## config.mk

```make
export PLATFORM = sky130hd
export DESIGN_NAME = pmb_status_limits
export DESIGN_NICKNAME = d
export VERILOG_FILES = /design/src/pkg/pmb_pkg.sv /design/src/rtl/pmb_status_limits.sv
export SDC_FILE = /design/constraint.sdc
export NUM_CORES = 1
export LEC_CHECK = 0
export BUFFER_PORTS_ARGS = -buffer_cell sky130_fd_sc_hd__buf_2
export CAP_MARGIN = 15
export CORE_ASPECT_RATIO = 1.5
export CORE_MARGIN = 1.5
export CORE_UTILIZATION = 50
export CTS_BUF_LIST = sky130_fd_sc_hd__clkbuf_16
export DETAILED_ROUTE_END_ITERATION = 6
export PLACE_DENSITY = 0.77
export SLEW_MARGIN = 30
export SYNTH_ARGS = -nofsm -noshare
export SYNTH_HDL_FRONTEND = slang
export SYNTH_SLANG_ARGS = --single-unit
```

## constraint.sdc

```tcl
create_clock -name i_clk_sys -period 13.76 [get_ports i_clk_sys]
set_clock_uncertainty 0.2 [all_clocks]
set_input_delay 2.752 -clock i_clk_sys [delete_from_list [all_inputs] [get_ports i_clk_sys]]
set_output_delay 2.752 -clock i_clk_sys [all_outputs]
set_load 0.03 [all_outputs]
```

## src/pkg/pmb_pkg.sv

```systemverilog
package pmb_pkg;

    // Command codes
    localparam logic [7:0] CMD_VIN_OV_RESP  = 8'h56;
    localparam logic [7:0] CMD_PG_ASSERT    = 8'h5E;
    localparam logic [7:0] CMD_PG_DEASSERT  = 8'h5F;
    localparam logic [7:0] CMD_STATUS_WORD  = 8'h79;
    localparam logic [7:0] CMD_STATUS_VOUT  = 8'h7A;
    localparam logic [7:0] CMD_OUTPUT_CURRENT_STATUS  = 8'h7B;
    localparam logic [7:0] CMD_STATUS_INPUT = 8'h7C;
    localparam logic [7:0] CMD_STATUS_TEMP  = 8'h7D;
    localparam logic [7:0] CMD_INPUT_VOLTAGE_READING     = 8'h88;
    localparam logic [7:0] CMD_READ_VOUT    = 8'h8B;
    localparam logic [7:0] CMD_OUTPUT_CURRENT_READING    = 8'h8C;
    localparam logic [7:0] CMD_READ_TEMP    = 8'h8D;
    localparam logic [7:0] CMD_FW_REV       = 8'h9B;
    localparam logic [7:0] CMD_VOUT_GAIN    = 8'hD1;
    localparam logic [7:0] CMD_VOUT_OFFSET  = 8'hD2;
    localparam logic [7:0] CMD_VIN_GAIN     = 8'hDD;
    localparam logic [7:0] CMD_VIN_OFFSET   = 8'hDE;

    // Fault response byte: reaction and delay fields fixed, retry writable
    localparam logic [7:0] OV_RESP_RESET    = 8'hC0;
    localparam logic [7:0] OV_RESP_WR_MASK  = 8'h38;
    localparam int         RESTART_LSB      = 3;
    localparam logic [2:0] RESTART_NEVER    = 3'h0;
    localparam logic [2:0] RESTART_ALWAYS   = 3'h7;

    // Power-good thresholds, volts scaled by 2^9
    localparam int          PG_LSB_PER_VOLT = 512;
    localparam real         PG_MIN_V        = 3.0;
    localparam real         PG_MAX_V        = 5.5;
    localparam real         PG_GAP_V        = 0.8;
    localparam logic [15:0] PG_MIN   = 16'(int'(PG_MIN_V * PG_LSB_PER_VOLT));
    localparam logic [15:0] PG_MAX   = 16'(int'(PG_MAX_V * PG_LSB_PER_VOLT));
    localparam logic [15:0] PG_GAP   = 16'h019A;
    localparam logic [15:0] PG_ASSERT_RESET   = 16'h0900;
    localparam logic [15:0] PG_DEASSERT_RESET = 16'h0700;

    // Calibration factors
    localparam logic [15:0] VIN_GAIN_RESET  = 16'h00C2;
    localparam logic [15:0] VIN_GAIN_MIN    = 16'h00B4;
    localparam logic [15:0] VIN_GAIN_MAX    = 16'h00D2;
    localparam logic [15:0] VIN_OFS_RESET   = 16'h0000;
    localparam logic [15:0] VIN_OFS_MAX     = 16'h00C8;
    localparam logic [15:0] VOUT_GAIN_RESET = 16'h0000;
    localparam logic [15:0] VOUT_OFS_RESET  = 16'h0000;

    // Value is arbitrary
    localparam logic [7:0]  FW_REV_VALUE    = 8'h10;

    // Status bit positions
    localparam int SW_VOUT   = 15;
    localparam int SW_IPOUT  = 14;
    localparam int SW_INPUT  = 13;
    localparam int SW_NPG    = 11;
    localparam int SW_OFF    = 6;
    localparam int SW_VOV    = 5;
    localparam int SW_IOC    = 4;
    localparam int SW_VINUV  = 3;
    localparam int SW_TEMP   = 2;
    localparam int SW_CML    = 1;
    localparam int ST_B7     = 7;
    localparam int ST_B6     = 6;
    localparam int ST_B5     = 5;
    localparam int ST_B4     = 4;
    localparam int ST_B3     = 3;
    localparam logic [7:0] VOUT_ST_MASK  = 8'h80;
    localparam logic [7:0] IOUT_ST_MASK  = 8'hA0;
    localparam logic [7:0] INPUT_ST_MASK = 8'h98;
    localparam logic [7:0] TEMP_ST_MASK  = 8'hC0;

    // Condition pins
    localparam int NPIN          = 11;
    localparam int PIN_VIN_OV    = 0;
    localparam int PIN_VIN_UV    = 1;
    localparam int PIN_VOUT_OV   = 2;
    localparam int PIN_IOUT_OC   = 3;
    localparam int PIN_IOUT_WARN = 4;
    localparam int PIN_OT_FAULT  = 5;
    localparam int PIN_OT_WARN   = 6;
    localparam int PIN_PGOOD     = 7;
    localparam int PIN_BIAS_OK   = 8;
    localparam int PIN_ON_CMD    = 9;
    localparam int PIN_OTHER_FLT = 10;

    typedef struct packed {
        logic        rd;
        logic        wr;
        logic [7:0]  code;
        logic [15:0] data;
    } pmb_req_t;

    typedef struct packed {
        logic        ack;
        logic        nak;
        logic [15:0] data;
    } pmb_rsp_t;

    typedef struct packed {
        logic [15:0] vin;
        logic [15:0] vout;
        logic [15:0] iout;
        logic [15:0] temp;
    } pmb_tele_t;

endpackage

```

## src/rtl/pmb_status_limits.sv

```systemverilog
`timescale 1ns/1ps
// Behaviour
// [RULE1] Input over-voltage shuts the output down
// [RULE2] Restart stays armed until off, bias, clear, fault
// [RULE3] Over-voltage shutdown has no added delay
// [RULE4] Assert threshold exceeds deassert by 0.8V
// [RULE5] Power-good thresholds limited to 3.0..5.5 V
// [RULE6] Status word high byte summary bits
// [RULE7] Status word low byte fault flags
// [RULE8] Output-voltage status: bit 7 only, resettable
// [RULE9] Output-current status: bits 7, 5, resettable
// [RULE10] Input status: bits 7, 4, 3, resettable
// [RULE11] Temperature status: bits 7, 6, resettable
// [RULE12] Telemetry reads for four measured values
// [RULE13] Calibration writes locked by lock setting
// [RULE14] Input gain defaults 194, limited 180..210
// [RULE15] Input offset limited to 0..200
// [RULE16] Firmware revision byte is read-only
// [RULE17] Unimplemented flags read zero, ignore resets
module pmb_status_limits
    import pmb_pkg::*;
(
    // Clock and reset
    input  wire logic             i_clk_sys,
    input  wire logic             i_rstn,
    // Command port
    input  wire pmb_req_t         i_req,
    output logic                  o_ack,
    output logic                  o_nak,
    output logic [15:0]           o_rd_data,
    // Condition pins and telemetry
    input  wire logic [NPIN-1:0]  i_cond,
    input  wire pmb_tele_t        i_tele,
    input  wire logic             i_cal_lock,
    // Power stage control
    output logic                  o_output_en,
    output logic                  o_restart_armed
);

    typedef struct packed {
        logic [NPIN-1:0] s1;
        logic [NPIN-1:0] s2;
        logic [NPIN-1:0] s3;
        logic [NPIN-1:0] flt;
        logic            out_en;
        logic            armed;
        logic [7:0]      ov_resp;
        logic [15:0]     pg_on;
        logic [15:0]     pg_off;
        logic [7:0]      st_vout;
        logic [7:0]      st_iout;
        logic [7:0]      st_input;
        logic [7:0]      st_temp;
        logic            cml;
        logic [15:0]     vout_gain;
        logic [15:0]     vout_ofs;
        logic [15:0]     vin_gain;
        logic [15:0]     vin_ofs;
        pmb_rsp_t        rsp;
    } state_t;

    localparam state_t STATE_RESET = '{
        s1:        '0,
        s2:        '0,
        s3:        '0,
        flt:       '0,
        out_en:    1'b0,
        armed:     1'b0,
        ov_resp:   OV_RESP_RESET,
        pg_on:     PG_ASSERT_RESET,
        pg_off:    PG_DEASSERT_RESET,
        st_vout:   8'h00,
        st_iout:   8'h00,
        st_input:  8'h00,
        st_temp:   8'h00,
        cml:       1'b0,
        vout_gain: VOUT_GAIN_RESET,
        vout_ofs:  VOUT_OFS_RESET,
        vin_gain:  VIN_GAIN_RESET,
        vin_ofs:   VIN_OFS_RESET,
        rsp:       '0
    };

    logic [1:0] rst_sync_ff;
    logic       rst_n;
    state_t     state_ff;
    state_t     nxt_state;

    always_ff @(posedge i_clk_sys or negedge i_rstn) begin
        if (!i_rstn) begin
            rst_sync_ff <= 2'h0;
        end else begin
            rst_sync_ff <= {rst_sync_ff[0], 1'b1};
        end
    end
    assign rst_n = rst_sync_ff[1];

    logic [15:0] status_word;
    logic        wr_ok;
    logic        known;
    logic [15:0] rdata;
    logic        ov_trip;
    logic        run_ok;

    always_comb begin
        nxt_state = state_ff;
        nxt_state.s1 = i_cond;
        nxt_state.s2 = state_ff.s1;
        nxt_state.s3 = state_ff.s2;
        // A pin change counts only once two stages agree
        for (int i = 0; i < NPIN; i++) begin
            if (state_ff.s2[i] == state_ff.s3[i]) begin
                nxt_state.flt[i] = state_ff.s2[i];
            end
        end

        // Reaction field is read-only at shutdown, so an over-voltage
        // always drops the output
        ov_trip = state_ff.flt[PIN_VIN_OV];
        run_ok  = state_ff.flt[PIN_ON_CMD] && state_ff.flt[PIN_BIAS_OK]
                  && !state_ff.flt[PIN_OTHER_FLT];
        nxt_state.out_en = run_ok && !ov_trip && !state_ff.flt[PIN_VOUT_OV]
                           && !state_ff.flt[PIN_IOUT_OC]
                           && !state_ff.flt[PIN_OT_FAULT]; // [RULE1] [RULE3]

        if (!run_ok || !ov_trip) begin
            nxt_state.armed = 1'b0; // [RULE2]
        end else if (state_ff.out_en) begin
            nxt_state.armed = 1'b1; // [RULE2]
        end

        status_word = 16'h0000;
        status_word[SW_VOUT]  = |state_ff.st_vout; // [RULE6]
        status_word[SW_IPOUT] = |state_ff.st_iout;
        status_word[SW_INPUT] = |state_ff.st_input;
        status_word[SW_NPG]   = !state_ff.flt[PIN_PGOOD];
        status_word[SW_OFF]   = !state_ff.out_en; // [RULE7]
        status_word[SW_VOV]   = state_ff.st_vout[ST_B7];
        status_word[SW_IOC]   = state_ff.st_iout[ST_B7];
        status_word[SW_VINUV] = state_ff.st_input[ST_B4];
        status_word[SW_TEMP]  = |state_ff.st_temp;
        status_word[SW_CML]   = state_ff.cml;

        wr_ok = 1'b0;
        known = 1'b1;
        rdata = 16'h0000;
        case (i_req.code)
            CMD_VIN_OV_RESP: begin
                rdata = {8'h00, state_ff.ov_resp};
                wr_ok = i_req.data[RESTART_LSB +: 3] == RESTART_NEVER
                        || i_req.data[RESTART_LSB +: 3] == RESTART_ALWAYS;
            end
            CMD_PG_ASSERT: begin
                rdata = state_ff.pg_on;
                wr_ok = i_req.data >= PG_MIN && i_req.data <= PG_MAX
                        && i_req.data >= state_ff.pg_off + PG_GAP; // [RULE4] [RULE5]
            end
            CMD_PG_DEASSERT: begin
                rdata = state_ff.pg_off;
                wr_ok = i_req.data >= PG_MIN && i_req.data <= PG_MAX
                        && i_req.data + PG_GAP <= state_ff.pg_on; // [RULE4] [RULE5]
            end
            CMD_STATUS_WORD: begin
                rdata = status_word;
                wr_ok = 1'b1;
            end
            CMD_STATUS_VOUT: begin
                rdata = {8'h00, state_ff.st_vout};
                wr_ok = 1'b1;
            end
            CMD_OUTPUT_CURRENT_STATUS: begin
                rdata = {8'h00, state_ff.st_iout};
                wr_ok = 1'b1;
            end
            CMD_STATUS_INPUT: begin
                rdata = {8'h00, state_ff.st_input};
                wr_ok = 1'b1;
            end
            CMD_STATUS_TEMP: begin
                rdata = {8'h00, state_ff.st_temp};
                wr_ok = 1'b1;
            end
            CMD_INPUT_VOLTAGE_READING:  rdata = i_tele.vin; // [RULE12]
            CMD_READ_VOUT: rdata = i_tele.vout; // [RULE12]
            CMD_OUTPUT_CURRENT_READING: rdata = i_tele.iout; // [RULE12]
            CMD_READ_TEMP: rdata = i_tele.temp; // [RULE12]
            CMD_FW_REV:    rdata = {8'h00, FW_REV_VALUE}; // [RULE16]
            CMD_VOUT_GAIN: begin
                rdata = state_ff.vout_gain;
                wr_ok = !i_cal_lock; // [RULE13]
            end
            CMD_VOUT_OFFSET: begin
                rdata = state_ff.vout_ofs;
                wr_ok = !i_cal_lock; // [RULE13]
            end
            CMD_VIN_GAIN: begin
                rdata = state_ff.vin_gain;
                wr_ok = !i_cal_lock && i_req.data >= VIN_GAIN_MIN
                        && i_req.data <= VIN_GAIN_MAX; // [RULE13] [RULE14]
            end
            CMD_VIN_OFFSET: begin
                rdata = state_ff.vin_ofs;
                wr_ok = !i_cal_lock && i_req.data <= VIN_OFS_MAX; // [RULE15]
            end
            default: known = 1'b0;
        endcase

        nxt_state.rsp = '0;
        if (i_req.rd) begin
            nxt_state.rsp.ack  = known;
            nxt_state.rsp.nak  = !known;
            nxt_state.rsp.data = rdata;
        end else if (i_req.wr) begin
            nxt_state.rsp.ack = wr_ok;
            nxt_state.rsp.nak = !wr_ok;
        end

        // Writes apply first; hardware sets below then win over clears
        if (i_req.wr && wr_ok) begin
            case (i_req.code)
                CMD_VIN_OV_RESP: nxt_state.ov_resp = (state_ff.ov_resp
                    & ~OV_RESP_WR_MASK) | (i_req.data[7:0] & OV_RESP_WR_MASK);
                CMD_PG_ASSERT:   nxt_state.pg_on = i_req.data;
                CMD_PG_DEASSERT: nxt_state.pg_off = i_req.data;
                CMD_STATUS_WORD: begin
                    if (i_req.data[SW_CML]) begin
                        nxt_state.cml = 1'b0;
                    end
                end
                CMD_STATUS_VOUT:  nxt_state.st_vout =
                    state_ff.st_vout & ~i_req.data[7:0]; // [RULE8]
                CMD_OUTPUT_CURRENT_STATUS:  nxt_state.st_iout =
                    state_ff.st_iout & ~i_req.data[7:0]; // [RULE9]
                CMD_STATUS_INPUT: nxt_state.st_input =
                    state_ff.st_input & ~i_req.data[7:0]; // [RULE10]
                CMD_STATUS_TEMP:  nxt_state.st_temp =
                    state_ff.st_temp & ~i_req.data[7:0]; // [RULE11]
                CMD_VOUT_GAIN:   nxt_state.vout_gain = i_req.data;
                CMD_VOUT_OFFSET: nxt_state.vout_ofs = i_req.data;
                CMD_VIN_GAIN:    nxt_state.vin_gain = i_req.data;
                CMD_VIN_OFFSET:  nxt_state.vin_ofs = i_req.data;
                default: ;
            endcase
        end
        if ((i_req.wr && !wr_ok) || (i_req.rd && !known)) begin
            nxt_state.cml = 1'b1;
        end

        if (state_ff.flt[PIN_VOUT_OV]) begin
            nxt_state.st_vout[ST_B7] = 1'b1; // [RULE8]
        end
        if (state_ff.flt[PIN_IOUT_OC]) begin
            nxt_state.st_iout[ST_B7] = 1'b1; // [RULE9]
        end
        if (state_ff.flt[PIN_IOUT_WARN]) begin
            nxt_state.st_iout[ST_B5] = 1'b1; // [RULE9]
        end
        if (state_ff.flt[PIN_VIN_OV]) begin
            nxt_state.st_input[ST_B7] = 1'b1; // [RULE10]
        end
        if (state_ff.flt[PIN_VIN_UV]) begin
            nxt_state.st_input[ST_B4] = 1'b1; // [RULE10]
        end
        if (state_ff.flt[PIN_VIN_UV] && !state_ff.out_en) begin
            nxt_state.st_input[ST_B3] = 1'b1; // [RULE10]
        end
        if (state_ff.flt[PIN_OT_FAULT]) begin
            nxt_state.st_temp[ST_B7] = 1'b1; // [RULE11]
        end
        if (state_ff.flt[PIN_OT_WARN]) begin
            nxt_state.st_temp[ST_B6] = 1'b1; // [RULE11]
        end

        // Unimplemented bits never hold a one
        nxt_state.st_vout  = nxt_state.st_vout & VOUT_ST_MASK; // [RULE17]
        nxt_state.st_iout  = nxt_state.st_iout & IOUT_ST_MASK; // [RULE17]
        nxt_state.st_input = nxt_state.st_input & INPUT_ST_MASK; // [RULE17]
        nxt_state.st_temp  = nxt_state.st_temp & TEMP_ST_MASK; // [RULE17]
    end

    always_ff @(posedge i_clk_sys or negedge rst_n) begin
        if (!rst_n) begin
            state_ff <= STATE_RESET;
        end else begin
            state_ff <= nxt_state;
        end
    end

    assign o_ack           = state_ff.rsp.ack;
    assign o_nak           = state_ff.rsp.nak;
    assign o_rd_data       = state_ff.rsp.data;
    assign o_output_en     = state_ff.out_en;
    assign o_restart_armed = state_ff.armed;

    a_ov_shutdown: assert property (@(posedge i_clk_sys) disable iff (!rst_n) // [RULE1]
        state_ff.flt[PIN_VIN_OV] |=> !o_output_en)
        else $error("output stayed on during input over-voltage");

    a_ov_no_delay: assert property (@(posedge i_clk_sys) disable iff (!rst_n) // [RULE3]
        $rose(state_ff.flt[PIN_VIN_OV]) && o_output_en |=> !o_output_en)
        else $error("over-voltage shutdown delayed");

    a_restart_drop: assert property (@(posedge i_clk_sys) disable iff (!rst_n) // [RULE2]
        o_restart_armed && !state_ff.flt[PIN_ON_CMD] |=> !o_restart_armed)
        else $error("restart stayed armed after command off");

    a_restart_arm: assert property (@(posedge i_clk_sys) disable iff (!rst_n) // [RULE2]
        o_output_en && state_ff.flt[PIN_VIN_OV] && run_ok
        |=> o_restart_armed)
        else $error("restart not armed after over-voltage shutdown");

    a_pg_gap: assert property (@(posedge i_clk_sys) disable iff (!rst_n) // [RULE4]
        state_ff.pg_on >= state_ff.pg_off + PG_GAP)
        else $error("power-good hysteresis gap broken");

    a_pg_range: assert property (@(posedge i_clk_sys) disable iff (!rst_n) // [RULE5]
        state_ff.pg_on <= PG_MAX && state_ff.pg_off >= PG_MIN)
        else $error("power-good threshold out of range");

    a_sw_input_sum: assert property (@(posedge i_clk_sys) disable iff (!rst_n) // [RULE6]
        i_req.rd && i_req.code == CMD_STATUS_WORD
        |=> o_rd_data[SW_INPUT] == |$past(state_ff.st_input))
        else $error("input summary bit wrong");

    a_sw_off_bit: assert property (@(posedge i_clk_sys) disable iff (!rst_n) // [RULE7]
        i_req.rd && i_req.code == CMD_STATUS_WORD
        |=> o_rd_data[SW_OFF] == !$past(o_output_en))
        else $error("output-off bit wrong");

    a_set_wins: assert property (@(posedge i_clk_sys) disable iff (!rst_n) // [RULE10]
        state_ff.flt[PIN_VIN_OV] |=> state_ff.st_input[ST_B7])
        else $error("input over-voltage flag lost");

    a_unimpl_zero: assert property (@(posedge i_clk_sys) disable iff (!rst_n) // [RULE17]
        (state_ff.st_vout & ~VOUT_ST_MASK) == 8'h00
        && (state_ff.st_temp & ~TEMP_ST_MASK) == 8'h00)
        else $error("unimplemented status bit set");

    a_cal_lock: assert property (@(posedge i_clk_sys) disable iff (!rst_n) // [RULE13]
        i_req.wr && !i_req.rd && i_cal_lock && i_req.code == CMD_VOUT_GAIN
        |=> o_nak && $stable(state_ff.vout_gain))
        else $error("calibration write passed the lock");

    a_vin_gain_rng: assert property (@(posedge i_clk_sys) disable iff (!rst_n) // [RULE14]
        state_ff.vin_gain >= VIN_GAIN_MIN && state_ff.vin_gain <= VIN_GAIN_MAX)
        else $error("input gain out of range");

    a_vin_ofs_rng: assert property (@(posedge i_clk_sys) disable iff (!rst_n) // [RULE15]
        state_ff.vin_ofs <= VIN_OFS_MAX)
        else $error("input offset out of range");

    a_fw_ro: assert property (@(posedge i_clk_sys) disable iff (!rst_n) // [RULE16]
        i_req.wr && !i_req.rd && i_req.code == CMD_FW_REV |=> o_nak)
        else $error("firmware revision write accepted");

endmodule

```

* Word-level counts from Yosys, hierarchy flattened *
Index checks and enable logic that the tools add are counted.

storage, ports and cells
  output and inout port bits = 20
  word-level logic and storage cells = 181
  input bits = 104
  bits in registers = 179

cells by class
  order comparisons = 7
  equality and inequality tests = 29
  mux-type cells = 28
  add/subtract/negate cells = 2
  reductions and logical operators = 73
  bitwise logic cells = 6

operators with widths
  cell                                                                                    count
  16-bit case mux with 17 select lines                                                    1
  97-bit two-way mux                                                                      1
  16-bit two-way mux                                                                      5
  8-bit equality test (second input constant)                                             9
  8-bit by 7-bit equality test with 1-bit output (second input constant)                  8
  2-bit nonzero test                                                                      20
  16-bit by 9-bit adder with 16-bit output (second input constant)                        2
  8-bit AND                                                                               4
  16-bit by 8-bit <= comparator with 1-bit output (second input constant)                 2
  8-bit two-way mux                                                                       4
  2-bit AND reduction                                                                     15
  17-bit OR reduction                                                                     1
  16-bit by 11-bit greater-or-equal comparator with 1-bit output (second input constant)  1
  16-bit greater-or-equal comparator                                                      1
  16-bit by 8-bit greater-or-equal comparator with 1-bit output (second input constant)   1
  16-bit by 12-bit <= comparator with 1-bit output (second input constant)                1
  16-bit <= comparator                                                                    1
  1-bit logical AND                                                                       16
  1-bit two-way mux                                                                       14
  1-bit equality test                                                                     11
  1-bit logical NOT                                                                       11
  8-bit inverter                                                                          1
  8-bit by 6-bit bitwise OR with 8-bit output                                             1
  1-bit case mux with 7 select lines                                                      1
  other kinds (8)                                                                         13

* Logic depth before layout (Yosys ltp) *
  word-level depth = 9
  depth in mapped cells = 17
  gate-level depth less buffers = 15

* Worst setup path before layout *
OpenSTA, ideal clock, no wires.

  path kind = input to register
  start = in i_req[4] (netlist bit)
  end = reg state_ff[127] (netlist bit)
  data arrival time = 5.741 ns
  data required time = 13.441 ns
  library setup time = 0.119 ns
  cell stages on the path = 15
  setup slack = 7.700 ns
  buffers on the path = 2
  path through = clkbuf_1 > nor3_1 > nor2_1 > nor3_1 > nor2_1 > nand3_1 > xnor2_1 > ha_1 > a21o_1 > a21o_1 > a221o_1 > o311ai_1 > nand4_2 > buf_2 > and2_1

on the way
  word-level cells in the longest chain between the ends = 6
  elaborated cells on any way between the ends = 20
  those cells by class = add/sub: 1; order compare: 7; eq/ne: 1; mux: 1; reduce/logical: 10

ends and longest elaborated chain
  element                                                           RTL line                                                                      text
  start, declared                                                   pmb_status_limits.sv:27                                                       input wire pmb_req_t i_req,
  16-bit by 9-bit adder with 16-bit output (tied with other cells)  pmb_status_limits.sv:161                                                      && i_req.data + PG_GAP <= state_ff.pg_on;
  16-bit <= comparator (tied with other cells)                      pmb_status_limits.sv:161
  1-bit logical AND, on equally long branches                       pmb_status_limits.sv:161, pmb_status_limits.sv:156, pmb_status_limits.sv:199
  1-bit case mux with 7 select lines *                              pmb_status_limits.sv:147                                                      case (i_req.code)
  1-bit logical AND *                                               pmb_status_limits.sv:219                                                      if (i_req.wr && wr_ok) begin
  2-bit AND reduction (no line) *                                   n/a
  end signal, assigned                                              pmb_status_limits.sv:285                                                      state_ff <= nxt_state;
  end, declared                                                     pmb_status_limits.sv:86                                                       state_t state_ff;

Mark *: on every way between the ends. The rest lies on a longest branch, timed or not.
A chain may end at the register's enable or synchronous reset.

* Worst setup path in the final report *
  start = in i_req[1] (netlist bit)
  end = reg state_ff[120] (netlist bit)

Same word-level chain as after synthesis.

==> flow_summary.ini <==
[run_status]
status = finished with violations
violations = design-rule violations

[clock_tree]
cts-resized-gates = 0
cts.sink_count = 174
clock-root-buffer = clkbuf_16
cts_inserted_buffers = 17
cts_tree = done
worstSkewPairLatency_ns = 0.44
postCtsSetupRepairBufs = 0
htree_levels = 4
ctsHoldBuffers = 0
clkTransAtPathRegs_ns = 0.07
clk_path_buf_depth = 2

[sta]
min_period_ns = 6.283
slew_viol_final = 0
setup_viol = 0
finalCritPeriodShare = 0.4566
rsz0062_at_grt = no
setup_ws_ns = 7.477
worstMarginPinSlew_ns = 1.013
setup-tns-final_ns = 0
slew_headroom = 0.3246
fmax_mhz = 159.1
finalHoldViolations = 0

[global_route]
grt_use_total = 0.2767
grt-ovfl-total = 0
grt_pass1_vias = 6805
grt_max_degree = 79
antenna_found_initial = 0
grt_pass1_wl_mm = 37.58

[worst_setup_path]
r2r_slack_ns = 9.40
cp_top_family = simple AND/OR/NAND/NOR gates
cp.arrival_ns = 6.40
start_kind = primary input
end_kind = register
cp_num_buf_inv = 1
cp.required_ns = 13.87
crit_chain = buf_2 > ha_1 > nor3_1 > nor2_1 > nor3_1 > nor2_1 > nand3_1 > xnor2_1 > ha_1 > a21o_1 > a21o_1 > a221o_1 > o311ai_1 > nand4_2 > mux2_2
slowest_delay_ns = 0.53
worstPathMaxFanout = 19
criticalPathCategory = in -> reg
cp_slowest_cell = nand4_2

[final_layout]
fin_util = 0.5896
multiInputGateArea_mm2 = 0.003900
area_growth_pct = 14.70
final_layout_size_suffix_gt1_frac = 0.3018
mostFrequentLayoutCells = dfrtp_1, buf_2, nand2_1
finish.net_count = 973
final_common_cell = dfrtp_1
antenna_cells = 0
fill_cells = 1410
seq_area_mm2 = 0.004368

[power]
finalPower_mw = 1.077
powerDensity_mw_per_mm2 = 108.5
leakage_nw = 4.717
vdd_drop_max_mv = 0.08672

[placement]
dp_slack_ns = 7.060
post-dp-hpwl_mm = 17.55
place.gp.congestion = 0.9398
port_buffers = 123

[drt]
routedWlPerCell_um = 23.11
dr_total_vias = 6683
vias_per_cell = 6.335
drtIter0Drc = 890
dr.pass1.iters = 7
ant_nets = 0
wl_mm = 24.38
drc = 1

[synthesis]
synth_nets = 875
ys.warnings.count = 0
synth_top_area_cell = dfrtp_1
synth.cell_area_mm2 = 0.008655
ys_seq_elements = 174
ys_top_cells_by_area = dfrtp_1, ha_1, mux2_2
synthCells = 735
synth_edf_count = 0
syn_avg_cell_area_um2 = 11.77
async_reset_ff_frac = 1.000
yosysTopAreaCellShare = 0.4800
ys.flop_type = dfrtp_1
synth_cell_types = 69
seq_area_frac_synth = 0.5043

[die]
core_area_mm2 = 0.01684
start_util = 0.5140
io_pins = 124
chipHeight_um = 164.1
die_w_um = 110.4
row_count = 58
die_area_mm2 = 0.01812

[hold_path]
hp-class = reg -> async

[job]
drv.max_cap_violation_count = 0
-- state kept, by name (all words and copies together), names as in the netlist --
signal and cells:
state_ff 129, nxt_state 22, o_rd_data 16, rst_sync_ff 2, o_ack 1, o_nak 1
o_output_en 1, o_restart_armed 1, ov_trip 1
-- per-layer routing --
metal  global-route usage  vias up  routed length, um
li1                     -     2936                  -
met1               0.3152     3265               8824
met2               0.4644      386              12150
met3              0.06421       96               1899
met4               0.1882        0               1505
met5                    0        -                  0
-- synth_stat cells, types with 3 or more instances --
cell type and number:
ha_1 36, a221oi_1 11, clkbuf_1 21, inv_1 25, a222oi_1 37, nand4_1 10
a221o_1 3, nand2_1 41, and3_1 4, a211oi_1 4, buf_4 16, mux2_2 39
or4_1 3, and2_1 21, a21boi_0 7, nor2_1 23, a21o_1 11, nor3_1 13
or3_1 5, dfrtp_1 166, nand3_4 4, maj3_1 11, o21ai_0 27, buf_6 6
nand3b_1 3, nand2b_1 11, xnor2_1 15, a31oi_1 11, xor2_1 10, a21oi_1 21
dfstp_2 8, mux2_4 22, a22o_1 3, a22oi_1 12, nor4_1 8, nor2b_1 4
buf_2 12, nand3_1 17
-- worst register-to-register path, delay by kind of cell (launching register included) --
family                   cells  cell delay, ns
AND/OR/NAND/NOR              8            2.20
XOR/XNOR                     1            0.08
adder cells (fa/ha/maj)      2            0.57
flip-flops                   1            0.45
multiplexers                 1            0.42
AO/OA/AOI/OAI                2            0.34
-- where the power goes --
| part | switching (mW) | internal, mW |
|---|---|---|
| Sequential | 0.00673 | 0.521 |
| Clock | 0.209 | 0.271 |
| Combinational | 0.0446 | 0.0255 |
| Total | 0.260 | 0.817 |
-- logic make-up after synthesis --
family	Yosys count	share of synthesized area
XOR/XNOR	25	0.02530
adder cells (fa/ha/maj)	47	0.06477
AO/OA/AOI/OAI	160	0.1385
flip-flops	174	0.5043
other	1	0.0004333
AND/OR/NAND/NOR	183	0.1258
buffers and inverters	82	0.04959
multiplexers	63	0.09137
-- cell type report --
| cell class | instances | share of cell area |
|---|---|---|
| repair buffers | 136 | 0.07260 |
| inverters | 25 | 0.009453 |
| clock buffers | 17 | 0.04285 |
| well taps | 210 | 0.02647 |
| clock inverters | 14 | 0.01575 |
| multi-input cells | 479 | 0.3929 |
| flip-flops and latches | 174 | 0.4400 |
-- metrics by stage --
step	instance area (um2)	cells	hold slack, ns
finish	9927	1055	0.06682
global route	9927	1055	0.1031
CTS	9911	1055	0.07409
detailed placement	9329	1024	0.07286
global placement	9316	1023	0.06965
floorplan	8655	735	0.1312
-- worst paths after layout --
| check | from | end | depth (start not counted) |
|---|---|---|---|
| worst max register to register | state_ff[116]$_DFFE_PN0P_ | state_ff[131]$_DFFE_PN0P_ | 14 |
| worst max-delay path | i_req[1] | state_ff[120]$_DFFE_PN0P_ | 15 |
| worst min register to register | rst_sync_ff[1]$_DFF_PN0_ | state_ff[134]$_DFFE_PN0P_ | 0 |
| worst min-delay path | rst_sync_ff[1]$_DFF_PN0_ | state_ff[134]$_DFFE_PN0P_ | 0 |
| min in group i_clk_sys | nxt_state[182]$_DFF_PN0_ | nxt_state[171]$_DFF_PN0_ | 0 |
| max in group asynchronous | i_rstn | rst_sync_ff[1]$_DFF_PN0_ | 1 |
Power figures use the tool's default switching activity.
